File: config.mk
export PLATFORM = sky130hd
export DESIGN_NAME = abr_rate_control
export DESIGN_NICKNAME = d
export VERILOG_FILES = /design/src/abr_rate_pkg.sv /design/src/abr_rate_control.sv
export SDC_FILE = /design/constraint.sdc
export NUM_CORES = 2
export LEC_CHECK = 0
export ABC_AREA = 1
export BUFFER_PORTS_ARGS = -buffer_cell sky130_fd_sc_hd__buf_2
export CORE_UTILIZATION = 30
export DETAILED_ROUTE_END_ITERATION = 8
export PLACE_DENSITY = 0.54
export SLEW_MARGIN = 20
export SYNTH_ARGS = -nofsm -noshare
export SYNTH_HDL_FRONTEND = slang
export SYNTH_SLANG_ARGS = --single-unit
File: constraint.sdc
create_clock -name core_clk -period 9.3 [get_ports core_clk]
set_input_delay 0.465 -clock core_clk [delete_from_list [all_inputs] [get_ports core_clk]]
set_output_delay 0.465 -clock core_clk [all_outputs]
set_load 0.02 [all_outputs]
File: src/abr_rate_pkg.sv
// Purpose: shared constants and types for the abr rate control block
// Assumes: rates are linear 16-bit numbers, 1/65536 cell per clock each
// Notes:   register offsets are byte addresses on the ahb-lite bus
package abr_rate_pkg;

   // ************************************************************
   // clock and timing
   // ************************************************************
   localparam longint CLK_HZ          = 250_000_000;  // core_clk rate
   localparam longint TCR_CELLS_PER_S = 10;           // tagged cell rate
   localparam longint TCR_PERIOD_CYC  = CLK_HZ / TCR_CELLS_PER_S;
   localparam longint TRM_MS          = 100;          // trm default, ms
   localparam longint ADTF_MS         = 500;          // adtf default, ms
   localparam logic [31:0] TRM_RST  = 32'(CLK_HZ * TRM_MS / 1000);
   localparam logic [31:0] ADTF_RST = 32'(CLK_HZ * ADTF_MS / 1000);

   // ************************************************************
   // rates and abr parameters
   // ************************************************************
   localparam int          RATE_W     = 16;       // rate width
   localparam int          MRM_CELLS  = 2;        // fixed mrm
   localparam int          UIOL_SHIFT = 4;        // 15/16 = 1 - 1/16
   localparam logic [3:0]  CDF_ZERO   = 4'hf;     // cdf code meaning 0
   localparam logic [15:0] PCR_RST    = 16'hffff;
   localparam logic [15:0] MCR_RST    = 16'h0000;
   localparam logic [15:0] ICR_RST    = 16'h0100;
   localparam logic [3:0]  RIF_RST    = 4'h0;     // rif = 1
   localparam logic [3:0]  RDF_RST    = 4'hf;     // rdf = 1/32768
   localparam logic [3:0]  CDF_RST    = 4'h4;     // cdf = 1/16
   localparam logic [8:0]  NRM_RST    = 9'h020;   // nrm = 32
   localparam logic [7:0]  CRM_RST    = 8'h10;

   // ************************************************************
   // register map (byte offsets) and field positions
   // ************************************************************
   localparam logic [7:0] OFS_CTRL   = 8'h00;
   localparam logic [7:0] OFS_PCR    = 8'h04;
   localparam logic [7:0] OFS_MCR    = 8'h08;
   localparam logic [7:0] OFS_ICR    = 8'h0c;
   localparam logic [7:0] OFS_FACT   = 8'h10;
   localparam logic [7:0] OFS_COUNT  = 8'h14;
   localparam logic [7:0] OFS_TRM    = 8'h18;
   localparam logic [7:0] OFS_ADTF   = 8'h1c;
   localparam logic [7:0] OFS_ACR    = 8'h20;
   localparam logic [7:0] OFS_STATUS = 8'h24;
   localparam int CTRL_SETUP   = 0;   // write 1: set up connection
   localparam int CTRL_CONG_EN = 1;   // receive congestion command
   localparam int CTRL_CONG_CI = 2;
   localparam int CTRL_CONG_NI = 3;
   localparam int STAT_LCI     = 1;   // write 1 clears

   // ************************************************************
   // cell carriers
   // ************************************************************
   typedef enum logic [1:0] {
      KIND_DATA = 2'b00,
      KIND_FRM  = 2'b01,
      KIND_BRM  = 2'b10
   } cell_kind_t;

   typedef struct packed {
      cell_kind_t          kind;
      logic                clp;
      logic                efci;
      logic                ci;
      logic                ni;
      logic                bn;
      logic [RATE_W-1:0]   er;
      logic [RATE_W-1:0]   ccr;
      logic [RATE_W-1:0]   mcr;
   } cell_t;

   typedef enum logic [2:0] {
      ST_IDLE = 3'b000,
      ST_PACE = 3'b001,
      ST_UIOL = 3'b010,
      ST_CUT  = 3'b011,
      ST_SEND = 3'b100
   } abr_state_t;

endpackage

File: src/abr_rate_control.sv
// Purpose: abr source rate control and destination rm turn-around
// Assumes: one connection; cell slots handed out by txValid/txReady
// Notes:   registers on ahb-lite, zero wait states
//
// Design decisions made here: the AHB-Lite interface to the registers and the placing of the registers.
`timescale 1ns/10ps
module abr_rate_control
   import abr_rate_pkg::*;
#(
   parameter longint TCR_CYCLES = TCR_PERIOD_CYC  // out-of-rate frm spacing
) (
   // clock and reset
   input  wire logic              core_clk,
   input  wire logic              nrst,
   // ahb-lite register slave
   input  wire logic              hsel,
   input  wire logic [31:0]       haddr,
   input  wire logic [1:0]        htrans,
   input  wire logic              hwrite,
   input  wire logic [2:0]        hsize,
   input  wire logic [31:0]       hwdata,
   input  wire logic              hready,
   output logic                   hreadyout,
   output logic                   hresp,
   output logic [31:0]            hrdata,
   // transmit cell slot
   output logic                   txValid,
   output cell_t                  txCell,
   input  wire logic              txReady,
   input  wire logic              dataPending,
   output logic                   dataTaken,
   // received cells
   input  wire logic              rxValid,
   input  wire cell_t             rxCell,
   output logic                   rxReady,
   // congestion indications from neighbouring logic
   input  wire logic              lagOver,
   input  wire logic              acrSumOver,
   input  wire logic              actualOver,
   input  wire logic              rxFifoOver,
   input  wire logic              poolEmpty
);

   generate
      if (TCR_CYCLES < 1 || TCR_CYCLES > 64'hffff_ffff) begin : g_bad
         $error("TCR_CYCLES out of range");
      end
   endgenerate

   localparam logic [31:0] TCR_CYC = 32'(TCR_CYCLES);

   // limit a wide value into [lo, hi]; hi wins if the two cross
   function automatic logic [RATE_W-1:0] clampRate(
      input logic [RATE_W:0]   v,
      input logic [RATE_W-1:0] lo,
      input logic [RATE_W-1:0] hi);
      logic [RATE_W:0] t;
      t = v;
      if (t < {1'b0, lo}) t = {1'b0, lo};
      if (t > {1'b0, hi}) t = {1'b0, hi};
      return t[RATE_W-1:0];
   endfunction

   // ************************************************************
   // ahb-lite slave
   // ************************************************************
   logic                addrPhase;   // transfer taken this edge
   logic                wrPend_q;    // write data phase follows
   logic [7:0]          wrAddr_q;    // latched write offset
   logic [31:0]         rdMux;       // read data selection
   logic [31:0]         hrdata_q;
   logic                setupPulse;  // write 1 to setup bit
   logic                lciClear;    // write 1 to status lci
   logic                ctrlWr;

   // control and parameter registers
   logic [3:1]          ctrl_q;
   logic [RATE_W-1:0]   pcr_q, mcr_q, icr_q;
   logic [3:0]          rif_q, rdf_q, cdf_q;
   logic [8:0]          nrm_q;
   logic [7:0]          crm_q;
   logic [31:0]         trm_q, adtf_q;

   // state the block keeps
   abr_state_t          st_q, st_d;
   logic [RATE_W-1:0]   acr_q, acr_d;
   logic                active_q, firstFrm_q, lci_q, uiolBlock_q;
   logic                uiolCut_q, efciState_q;
   logic                brmPend_q, oorPend_q, brmSinceFrm_q;
   cell_t               brmBuf_q, oorCell_q, txCell_q, newBrm;
   logic                txValid_q;
   logic [8:0]          cellCnt_q;
   logic [7:0]          crmCnt_q;
   logic [31:0]         trmTmr_q, adtfTmr_q, tcrTmr_q;
   logic [RATE_W:0]     acc_q;       // pacing accumulator
   logic                credit_q;    // one in-rate slot earned

   assign addrPhase  = hsel & htrans[1] & hready;
   assign hreadyout  = 1'b1;
   assign hresp      = 1'b0;
   assign hrdata     = hrdata_q;
   assign ctrlWr     = wrPend_q & (wrAddr_q == OFS_CTRL);
   assign setupPulse = ctrlWr & hwdata[CTRL_SETUP];
   assign lciClear   = wrPend_q & (wrAddr_q == OFS_STATUS)
                       & hwdata[STAT_LCI];

   // read selection; unmapped offsets read as zero
   assign rdMux =
      (haddr[7:0] == OFS_CTRL)   ? {28'h0, ctrl_q, 1'b0} :
      (haddr[7:0] == OFS_PCR)    ? {16'h0, pcr_q} :
      (haddr[7:0] == OFS_MCR)    ? {16'h0, mcr_q} :
      (haddr[7:0] == OFS_ICR)    ? {16'h0, icr_q} :
      (haddr[7:0] == OFS_FACT)   ? {20'h0, cdf_q, rdf_q, rif_q} :
      (haddr[7:0] == OFS_COUNT)  ? {15'h0, crm_q, nrm_q} :
      (haddr[7:0] == OFS_TRM)    ? trm_q :
      (haddr[7:0] == OFS_ADTF)   ? adtf_q :
      (haddr[7:0] == OFS_ACR)    ? {16'h0, acr_q} :
      (haddr[7:0] == OFS_STATUS) ? {25'h0, brmSinceFrm_q, oorPend_q,
                                    brmPend_q, uiolBlock_q, efciState_q,
                                    lci_q, active_q} :
      32'h0000_0000;

   // address phase latch; read data sampled early so it comes from a flop
   always_ff @(posedge core_clk) begin
      if (!nrst) begin
         wrPend_q <= 1'b0;
         wrAddr_q <= 8'h00;
         hrdata_q <= 32'h0000_0000;
      end else begin
         wrPend_q <= addrPhase & hwrite;
         if (addrPhase) begin
            wrAddr_q <= haddr[7:0];
            hrdata_q <= hwrite ? 32'h0000_0000 : rdMux;
         end
      end
   end

   // parameter registers written in the data phase
   always_ff @(posedge core_clk) begin
      if (!nrst) begin
         ctrl_q <= 3'h0;
         pcr_q  <= PCR_RST;
         mcr_q  <= MCR_RST;
         icr_q  <= ICR_RST;
         rif_q  <= RIF_RST;
         rdf_q  <= RDF_RST;
         cdf_q  <= CDF_RST;
         nrm_q  <= NRM_RST;
         crm_q  <= CRM_RST;
         trm_q  <= TRM_RST;
         adtf_q <= ADTF_RST;
      end else if (wrPend_q) begin
         case (wrAddr_q)
            OFS_CTRL:  ctrl_q <= hwdata[3:1];
            OFS_PCR:   pcr_q  <= hwdata[RATE_W-1:0];
            OFS_MCR:   mcr_q  <= hwdata[RATE_W-1:0];
            OFS_ICR:   icr_q  <= hwdata[RATE_W-1:0];
            OFS_FACT: begin
               rif_q <= hwdata[3:0];
               rdf_q <= hwdata[7:4];
               cdf_q <= hwdata[11:8];
            end
            OFS_COUNT: begin
               nrm_q <= hwdata[8:0];
               crm_q <= hwdata[16:9];
            end
            OFS_TRM:   trm_q  <= hwdata;
            OFS_ADTF:  adtf_q <= hwdata;
            default: ;  // read-only or unmapped: ignored
         endcase
      end
   end

   // ************************************************************
   // transmit selection
   // ************************************************************
   logic txFree, frmDue, pickBrm, inSlot, adtfIdle;
   logic loadInBrm, loadData, loadFrm, loadOor, rxTake, rxBrm;
   logic [RATE_W-1:0] uiolStep, cdfStep, rxAdj;
   logic [RATE_W:0]   rxWork;

   assign txFree = ~txValid_q | txReady;
   assign frmDue = firstFrm_q
                 | (cellCnt_q >= nrm_q - 9'd1)
                 | ((cellCnt_q >= 9'(MRM_CELLS))
                    & (trmTmr_q >= trm_q));
   assign pickBrm = brmPend_q & (~brmSinceFrm_q | ~dataPending);
   assign inSlot  = (st_q == ST_PACE) & credit_q & txFree;
   assign loadInBrm = inSlot & ~frmDue & pickBrm;
   assign loadData  = inSlot & ~frmDue & ~pickBrm & dataPending;
   assign loadFrm   = (st_q == ST_SEND) & txFree;
   // out-of-rate only takes a slot the in-rate stream leaves unused
   assign loadOor   = oorPend_q & txFree & (st_q == ST_PACE)
                      & ~loadInBrm & ~loadData & ~(credit_q & frmDue);
   assign dataTaken = loadData;
   assign adtfIdle  = active_q & (st_q == ST_PACE)
                      & (adtfTmr_q >= adtf_q)
                      & ~dataPending & ~brmPend_q;

   // receive side accepted unless a pre-send reduction owns acr
   assign rxReady = (st_q != ST_UIOL) & (st_q != ST_CUT);
   assign rxTake  = rxValid & rxReady;
   assign rxBrm   = rxTake & (rxCell.kind == KIND_BRM);

   // ************************************************************
   // rate arithmetic
   // ************************************************************
   assign uiolStep = clampRate({1'b0, acr_q - (acr_q >> UIOL_SHIFT)},
                               mcr_q, pcr_q);
   assign cdfStep  = (cdf_q == CDF_ZERO) ? mcr_q :
                     clampRate({1'b0, acr_q >> cdf_q},
                               mcr_q, pcr_q);

   // backward cell: congestion step, then er limit, floor mcr
   always_comb begin
      rxWork = {1'b0, acr_q};
      if (rxCell.ci) begin
         rxWork = {1'b0, acr_q >> rdf_q};
         if (lci_q) rxWork = rxWork >> 1;
      end else if (~rxCell.ni & ~lci_q & ~uiolBlock_q) begin
         rxWork = {1'b0, acr_q} + {1'b0, pcr_q >> rif_q};
      end
      if (rxWork > {1'b0, rxCell.er}) rxWork = {1'b0, rxCell.er};
      rxAdj = clampRate(rxWork, mcr_q, pcr_q);
   end

   // one writer of acr, highest priority first
   always_comb begin
      acr_d = acr_q;
      if (setupPulse) acr_d = icr_q;
      else if (st_q == ST_UIOL && actualOver && acr_q > mcr_q)
         acr_d = uiolStep;
      else if (st_q == ST_CUT && crmCnt_q >= crm_q && acr_q > mcr_q)
         acr_d = cdfStep;
      else if (adtfIdle) acr_d = (acr_q >= icr_q) ? icr_q : acr_q;
      else if (rxBrm) acr_d = rxAdj;
   end

   // ************************************************************
   // scheduler state machine
   // ************************************************************
   always_comb begin
      st_d = st_q;
      case (st_q)
         ST_IDLE: if (active_q) st_d = ST_PACE;
         ST_PACE: begin
            if (!active_q || adtfIdle) st_d = ST_IDLE;
            else if (credit_q && txFree && frmDue) st_d = ST_UIOL;
         end
         ST_UIOL: if (!(actualOver && acr_q > mcr_q)) st_d = ST_CUT;
         ST_CUT:  st_d = ST_SEND;
         ST_SEND: if (txFree) st_d = ST_PACE;
         default: st_d = ST_IDLE;
      endcase
   end

   always_ff @(posedge core_clk) begin
      if (!nrst) begin
         st_q  <= ST_IDLE;
         acr_q <= ICR_RST;
      end else begin
         st_q  <= setupPulse ? ST_PACE : st_d;
         acr_q <= acr_d;
      end
   end

   // pacing: a carry of the accumulator earns one in-rate slot
   always_ff @(posedge core_clk) begin
      if (!nrst) begin
         acc_q    <= '0;
         credit_q <= 1'b0;
      end else begin
         acc_q <= {1'b0, acc_q[RATE_W-1:0]} + {1'b0, acr_q};
         if (acc_q[RATE_W])
            credit_q <= 1'b1;
         else if (loadInBrm || loadData || loadFrm)
            credit_q <= 1'b0;
      end
   end

   // activity, use-it-or-lose-it and frm bookkeeping
   always_ff @(posedge core_clk) begin
      if (!nrst) begin
         active_q      <= 1'b0;
         firstFrm_q    <= 1'b0;
         uiolBlock_q   <= 1'b0;
         uiolCut_q     <= 1'b0;
         cellCnt_q     <= 9'h000;
         crmCnt_q      <= 8'h00;
         brmSinceFrm_q <= 1'b0;
         trmTmr_q      <= 32'h0000_0000;
         adtfTmr_q     <= 32'h0000_0000;
      end else begin
         if (setupPulse) begin
            active_q   <= 1'b1;
            firstFrm_q <= 1'b1;
         end else if (adtfIdle) begin
            active_q <= 1'b0;
         end else if (!active_q && (dataPending || brmPend_q)) begin
            active_q   <= 1'b1;
            firstFrm_q <= 1'b1;
         end else if (loadFrm) begin
            firstFrm_q <= 1'b0;
         end
         if (st_q == ST_PACE && st_d == ST_UIOL) uiolCut_q <= 1'b0;
         else if (st_q == ST_UIOL && acr_d != acr_q) uiolCut_q <= 1'b1;
         // increase stays barred until an frm goes without a cut
         if (loadFrm) uiolBlock_q <= uiolCut_q;
         if (loadFrm) begin
            cellCnt_q     <= 9'h000;
            brmSinceFrm_q <= 1'b0;
            trmTmr_q      <= 32'h0000_0000;
            adtfTmr_q     <= 32'h0000_0000;
         end else begin
            if ((loadInBrm || loadData) && cellCnt_q != 9'h1ff)
               cellCnt_q <= cellCnt_q + 9'd1;
            if (loadInBrm) brmSinceFrm_q <= 1'b1;
            if (trmTmr_q != 32'hffff_ffff) trmTmr_q <= trmTmr_q + 32'd1;
            if (adtfTmr_q != 32'hffff_ffff)
               adtfTmr_q <= adtfTmr_q + 32'd1;
         end
         // own backward cell (bn 0) restarts the missing count
         if (rxBrm && !rxCell.bn) crmCnt_q <= 8'h00;
         else if (loadFrm && crmCnt_q != 8'hff)
            crmCnt_q <= crmCnt_q + 8'd1;
      end
   end

   // internal congestion flag; a new cause beats a software clear
   always_ff @(posedge core_clk) begin
      if (!nrst) lci_q <= 1'b0;
      else if (lagOver || acrSumOver) lci_q <= 1'b1;
      else if (lciClear) lci_q <= 1'b0;
   end

   // ************************************************************
   // destination turn-around
   // ************************************************************
   always_comb begin
      newBrm      = rxCell;
      newBrm.kind = KIND_BRM;
      newBrm.bn   = 1'b0;
      newBrm.clp  = 1'b0;
      newBrm.efci = 1'b0;
      newBrm.ci   = rxCell.ci | efciState_q
                  | (ctrl_q[CTRL_CONG_EN] & ctrl_q[CTRL_CONG_CI])
                  | rxFifoOver | poolEmpty;
      newBrm.ni   = rxCell.ni
                  | (ctrl_q[CTRL_CONG_EN] & ctrl_q[CTRL_CONG_NI]);
   end

   // turn-around buffers, efci state and the out-of-rate slot
   always_ff @(posedge core_clk) begin
      if (!nrst) begin
         efciState_q <= 1'b0;
         brmPend_q   <= 1'b0;
         brmBuf_q    <= '0;
         oorPend_q   <= 1'b0;
         oorCell_q   <= '0;
         tcrTmr_q    <= 32'h0000_0000;
      end else begin
         if (rxTake && rxCell.kind == KIND_DATA)
            efciState_q <= rxCell.efci;
         else if (rxTake && rxCell.kind == KIND_FRM)
            efciState_q <= 1'b0;
         // tagged-rate timer runs only while acr is zero
         if (!active_q || acr_q != '0 || tcrTmr_q >= TCR_CYC - 32'd1)
            tcrTmr_q <= 32'h0000_0000;
         else
            tcrTmr_q <= tcrTmr_q + 32'd1;
         if (rxTake && rxCell.kind == KIND_FRM) begin
            brmBuf_q  <= newBrm;
            brmPend_q <= 1'b1;
            if (brmPend_q) begin
               oorCell_q     <= newBrm;
               oorCell_q.clp <= 1'b1;
               oorPend_q     <= 1'b1;
            end else if (loadOor) begin
               oorPend_q <= 1'b0;
            end
         end else begin
            if (loadInBrm) brmPend_q <= 1'b0;
            if (active_q && acr_q == '0 && !oorPend_q
                && tcrTmr_q >= TCR_CYC - 32'd1) begin
               oorCell_q      <= '0;
               oorCell_q.kind <= KIND_FRM;
               oorCell_q.clp  <= 1'b1;
               oorCell_q.er   <= pcr_q;
               oorCell_q.mcr  <= mcr_q;
               oorPend_q      <= 1'b1;
            end else if (loadOor) begin
               oorPend_q <= 1'b0;
            end
         end
      end
   end

   // ************************************************************
   // transmit register
   // ************************************************************
   always_ff @(posedge core_clk) begin
      if (!nrst) begin
         txValid_q <= 1'b0;
         txCell_q  <= '0;
      end else begin
         if (loadFrm) begin
            txCell_q      <= '0;
            txCell_q.kind <= KIND_FRM;
            txCell_q.er   <= pcr_q;
            txCell_q.ccr  <= acr_q;
            txCell_q.mcr  <= mcr_q;
         end else if (loadInBrm) begin
            txCell_q     <= brmBuf_q;
            txCell_q.clp <= 1'b0;
         end else if (loadData) begin
            txCell_q      <= '0;
            txCell_q.kind <= KIND_DATA;
            txCell_q.efci <= 1'b0;
         end else if (loadOor) begin
            txCell_q <= oorCell_q;
         end
         if (loadFrm || loadInBrm || loadData || loadOor)
            txValid_q <= 1'b1;
         else if (txReady)
            txValid_q <= 1'b0;
      end
   end

   assign txValid = txValid_q;
   assign txCell  = txCell_q;

endmodule // abr_rate_control

==> results.txt <==
Fmax - 114.7 MHz
initial antenna violation count - 8
CTS tree - done
All-Layer GR Usage - 23.41%
TritonCTS Buffers - 56
Final Power - 5.835 mW
io pins - 229
sequential cell area fraction in the yosys report - 30.90%
Slew Viols, Final - 0
Post-Route WL - 133600 um
slew margin rel. - 22.83%
DRT antenna net count - 0
internal power - 3.985 mW
drt first-iter violations - 2889
Final Net Count - 5441
row count - 120
Cell Pwr Density - 153.0 nW/um^2
GR Overflow Total - 0
global-route wire length before repair - 197600 um
RePlAce Congestion - 0.9916
Netlist Area Pre-Place - 32520 um^2
Yosys reg bits - 502
Clock Latency Late Sink - 0.66 ns
Syn-to-layout area delta - 17.28%
Die ar. - 109700 um^2
worst ir drop on vdd - 142.3 uV
dpl hpwl - 99530 um
Final min period - 8.717 ns
post-route clock period utilization - 93.73%
Starting Density - 30.34%
Setup Viol. Count Final - 0
synthesized area per cell - 6.764 um^2
Mapped Cells - 4808
Layout Cell Area excl Fill - 38140 um^2
Vias/cell - 5.259
Post-DP Area - 35660 um^2
crit-path max FO - 14
cell family with most CP delay - simple AND/OR/NAND/NOR gates
Crit Path Class - reg2reg
switch share - 31.70%
residual DRC count - 0
placed instance count - 6356
Flop pwr share - 38.0%
H-tree levels - 2
Sw Pwr - 1.850 mW
clock slew at reported path FFs - 0.06 ns
fraction of registers with async set/reset - 0%
DIE HEIGHT - 331.3 um
# port buffers - 195
Leakage - 16.88 nW
clock root cell - clkbuf_16
hold_buf cts - 0
most frequent CP cell - nand2_1
clk buf depth - 3
CP bufs+invs - 6
Chip Width - 331.3 um
vias in the first global route - 31303
Post-synth EDFFs - 0
CP max-delay cell - dfxtp_1
status - finished clean
multi-input logic area - 19900 um^2
fin util - 35.58%
largest net degree at the start of global routing - 96
DR vias - 34034
layout cells sized above 1 - 13.34%
Cell variety after synth - 76
Setup Skew - 0.04250 ns
prevailing post-synth register cell - dfxtp_1
Sink Count - 502
CP max stage delay - 0.50 ns
synthesis warning total - 0
First-pass DRT Iterations - 6
startpoint type of the worst setup path - register
Worst Path Required - 9.82 ns
power share of the clock group - 39.1%
core footprint - 107200 um^2
Filler cells - 11640
Layout Cells excl Fill - 6471
max-cap violations - 0
crit end category - register
Hold Vio Cnt, Final - 0
area taken by flip-flops and latches - 10050 um^2
DR WL/cell - 20.64 um
part of the power in combinational logic - 22.9%
Worst-Margin Slew - 1.128 ns
Worst Hold Class - in2reg
crit path DAT - 9.24 ns
==> tightest hold or removal path: stages <==
cell and delay [ns]:
buf_2 0.10, nand2_1 0.05, o211ai_1 0.06
==> worst paths after layout <==
kind,start,endpoint,slack [ns],depth (start not counted)
worst max register to register,pcr_q[11],uiolCut_q,0.58,64
worst min register to register,acc_q[16],credit_q,0.44,2
worst min-delay path,hwdata[19],trm_q[19],0.05,3
worst max-delay path,pcr_q[11],uiolCut_q,0.58,64
==> stage by stage <==
stage	hold slack, ns	setup TNS, ns	worst slack [ns]
4_1_cts	0.01970	0	0.04582
3_3_place_gp	0.4202	0	0.08145
5_1_grt	0.04279	-0.2065	-0.2065
3_5_place_dp	0.4251	0	0.1468
6_report	0.05125	0	0.5827
2_1_floorplan	0.4014	0	1.370
==> per-layer routing <==
metal  vias up  wire (um)  track usage (%)  part of all wire [%]
li1      16662          -                -                     -
met1     15942      60460            32.07                    45
met2      1174      58900            37.41                    44
met3       250       9299            3.449                   7.0
met4         6       4865            7.818                   3.6
met5         -         41                0                 0.031
==> layout by cell type, fill, tap and decap left out, drive strengths merged, types with 8 or more instances in the layout <==
cell       n
o221ai    19
clkbuf    79
o22ai     31
or2       15
nor2     315
mux2i      8
nand2   1110
and2      16
ha       274
a41oi     16
xnor2     16
o211ai   106
a21oi    560
o21bai    17
o21ai    477
a211oi    13
buf      379
o21a      13
nand3    212
clkinv    33
a31oi     13
nor4      19
conb      11
a221oi    37
xor2      44
dfxtp    502
inv      548
nand4     47
nor3      68
==> synth_stat cells (28+ instances only) <==
library cell	count	area (um^2)
o21ai_0	440	2202
ha_1	274	3428
clkbuf_1	179	671.9
dfxtp_1	502	10050
nand3_1	204	1021
o21ai_1	31	155.2
a221oi_1	37	324.1
inv_2	28	105.1
nor3_1	65	325.3
xor2_1	44	385.4
nand4_1	46	287.8
nor2_1	305	1145
a21oi_1	559	2798
inv_1	517	1941
o211ai_1	103	773.2
o22ai_1	31	193.9
nand2_1	1099	4125
==> final cells by class <==
type,count,share of cell area [%]
Antenna cell,2,0.01312
Multi-Input combinational cell,3519,52.17
Tap cell,1403,4.602
Inverter,567,5.613
Timing Repair Buffer,381,6.423
Sequential cell,502,26.36
Clock buffer,77,4.251
Clock inverter,20,0.5741
==> power by group through the flow <==
stage | logic [mW] | clock network, mW | registers [mW]
after CTS | 1.21 | 2.33 | 2.21
final | 1.34 | 2.28 | 2.21
after global routing | 1.48 | 2.42 | 2.22
after floorplan | 0.781 | 0 | 2.25
after global placement | 1.19 | 0 | 2.26
after detailed placement | 1.21 | 0 | 2.26
==> timing repair <==
item,CTS,global route
setup endpoints to repair,0,17
resized for setup,0,138
buffers inserted,0,12
==> kinds of logic after synthesis <==
| kind of cell | count (synthesis) | share of synthesized area, % |
|---|---|---|
| xor+xnor | 60 | 1.616 |
| other cells | 2 | 0.02309 |
| flops | 502 | 30.90 |
| buf+inv | 798 | 9.583 |
| compound gates | 1343 | 23.47 |
| simple gates | 1818 | 23.43 |
| mux | 8 | 0.2462 |
| fa+ha+maj | 277 | 10.73 |
No activity file was read; power rests on OpenSTA's default activity.
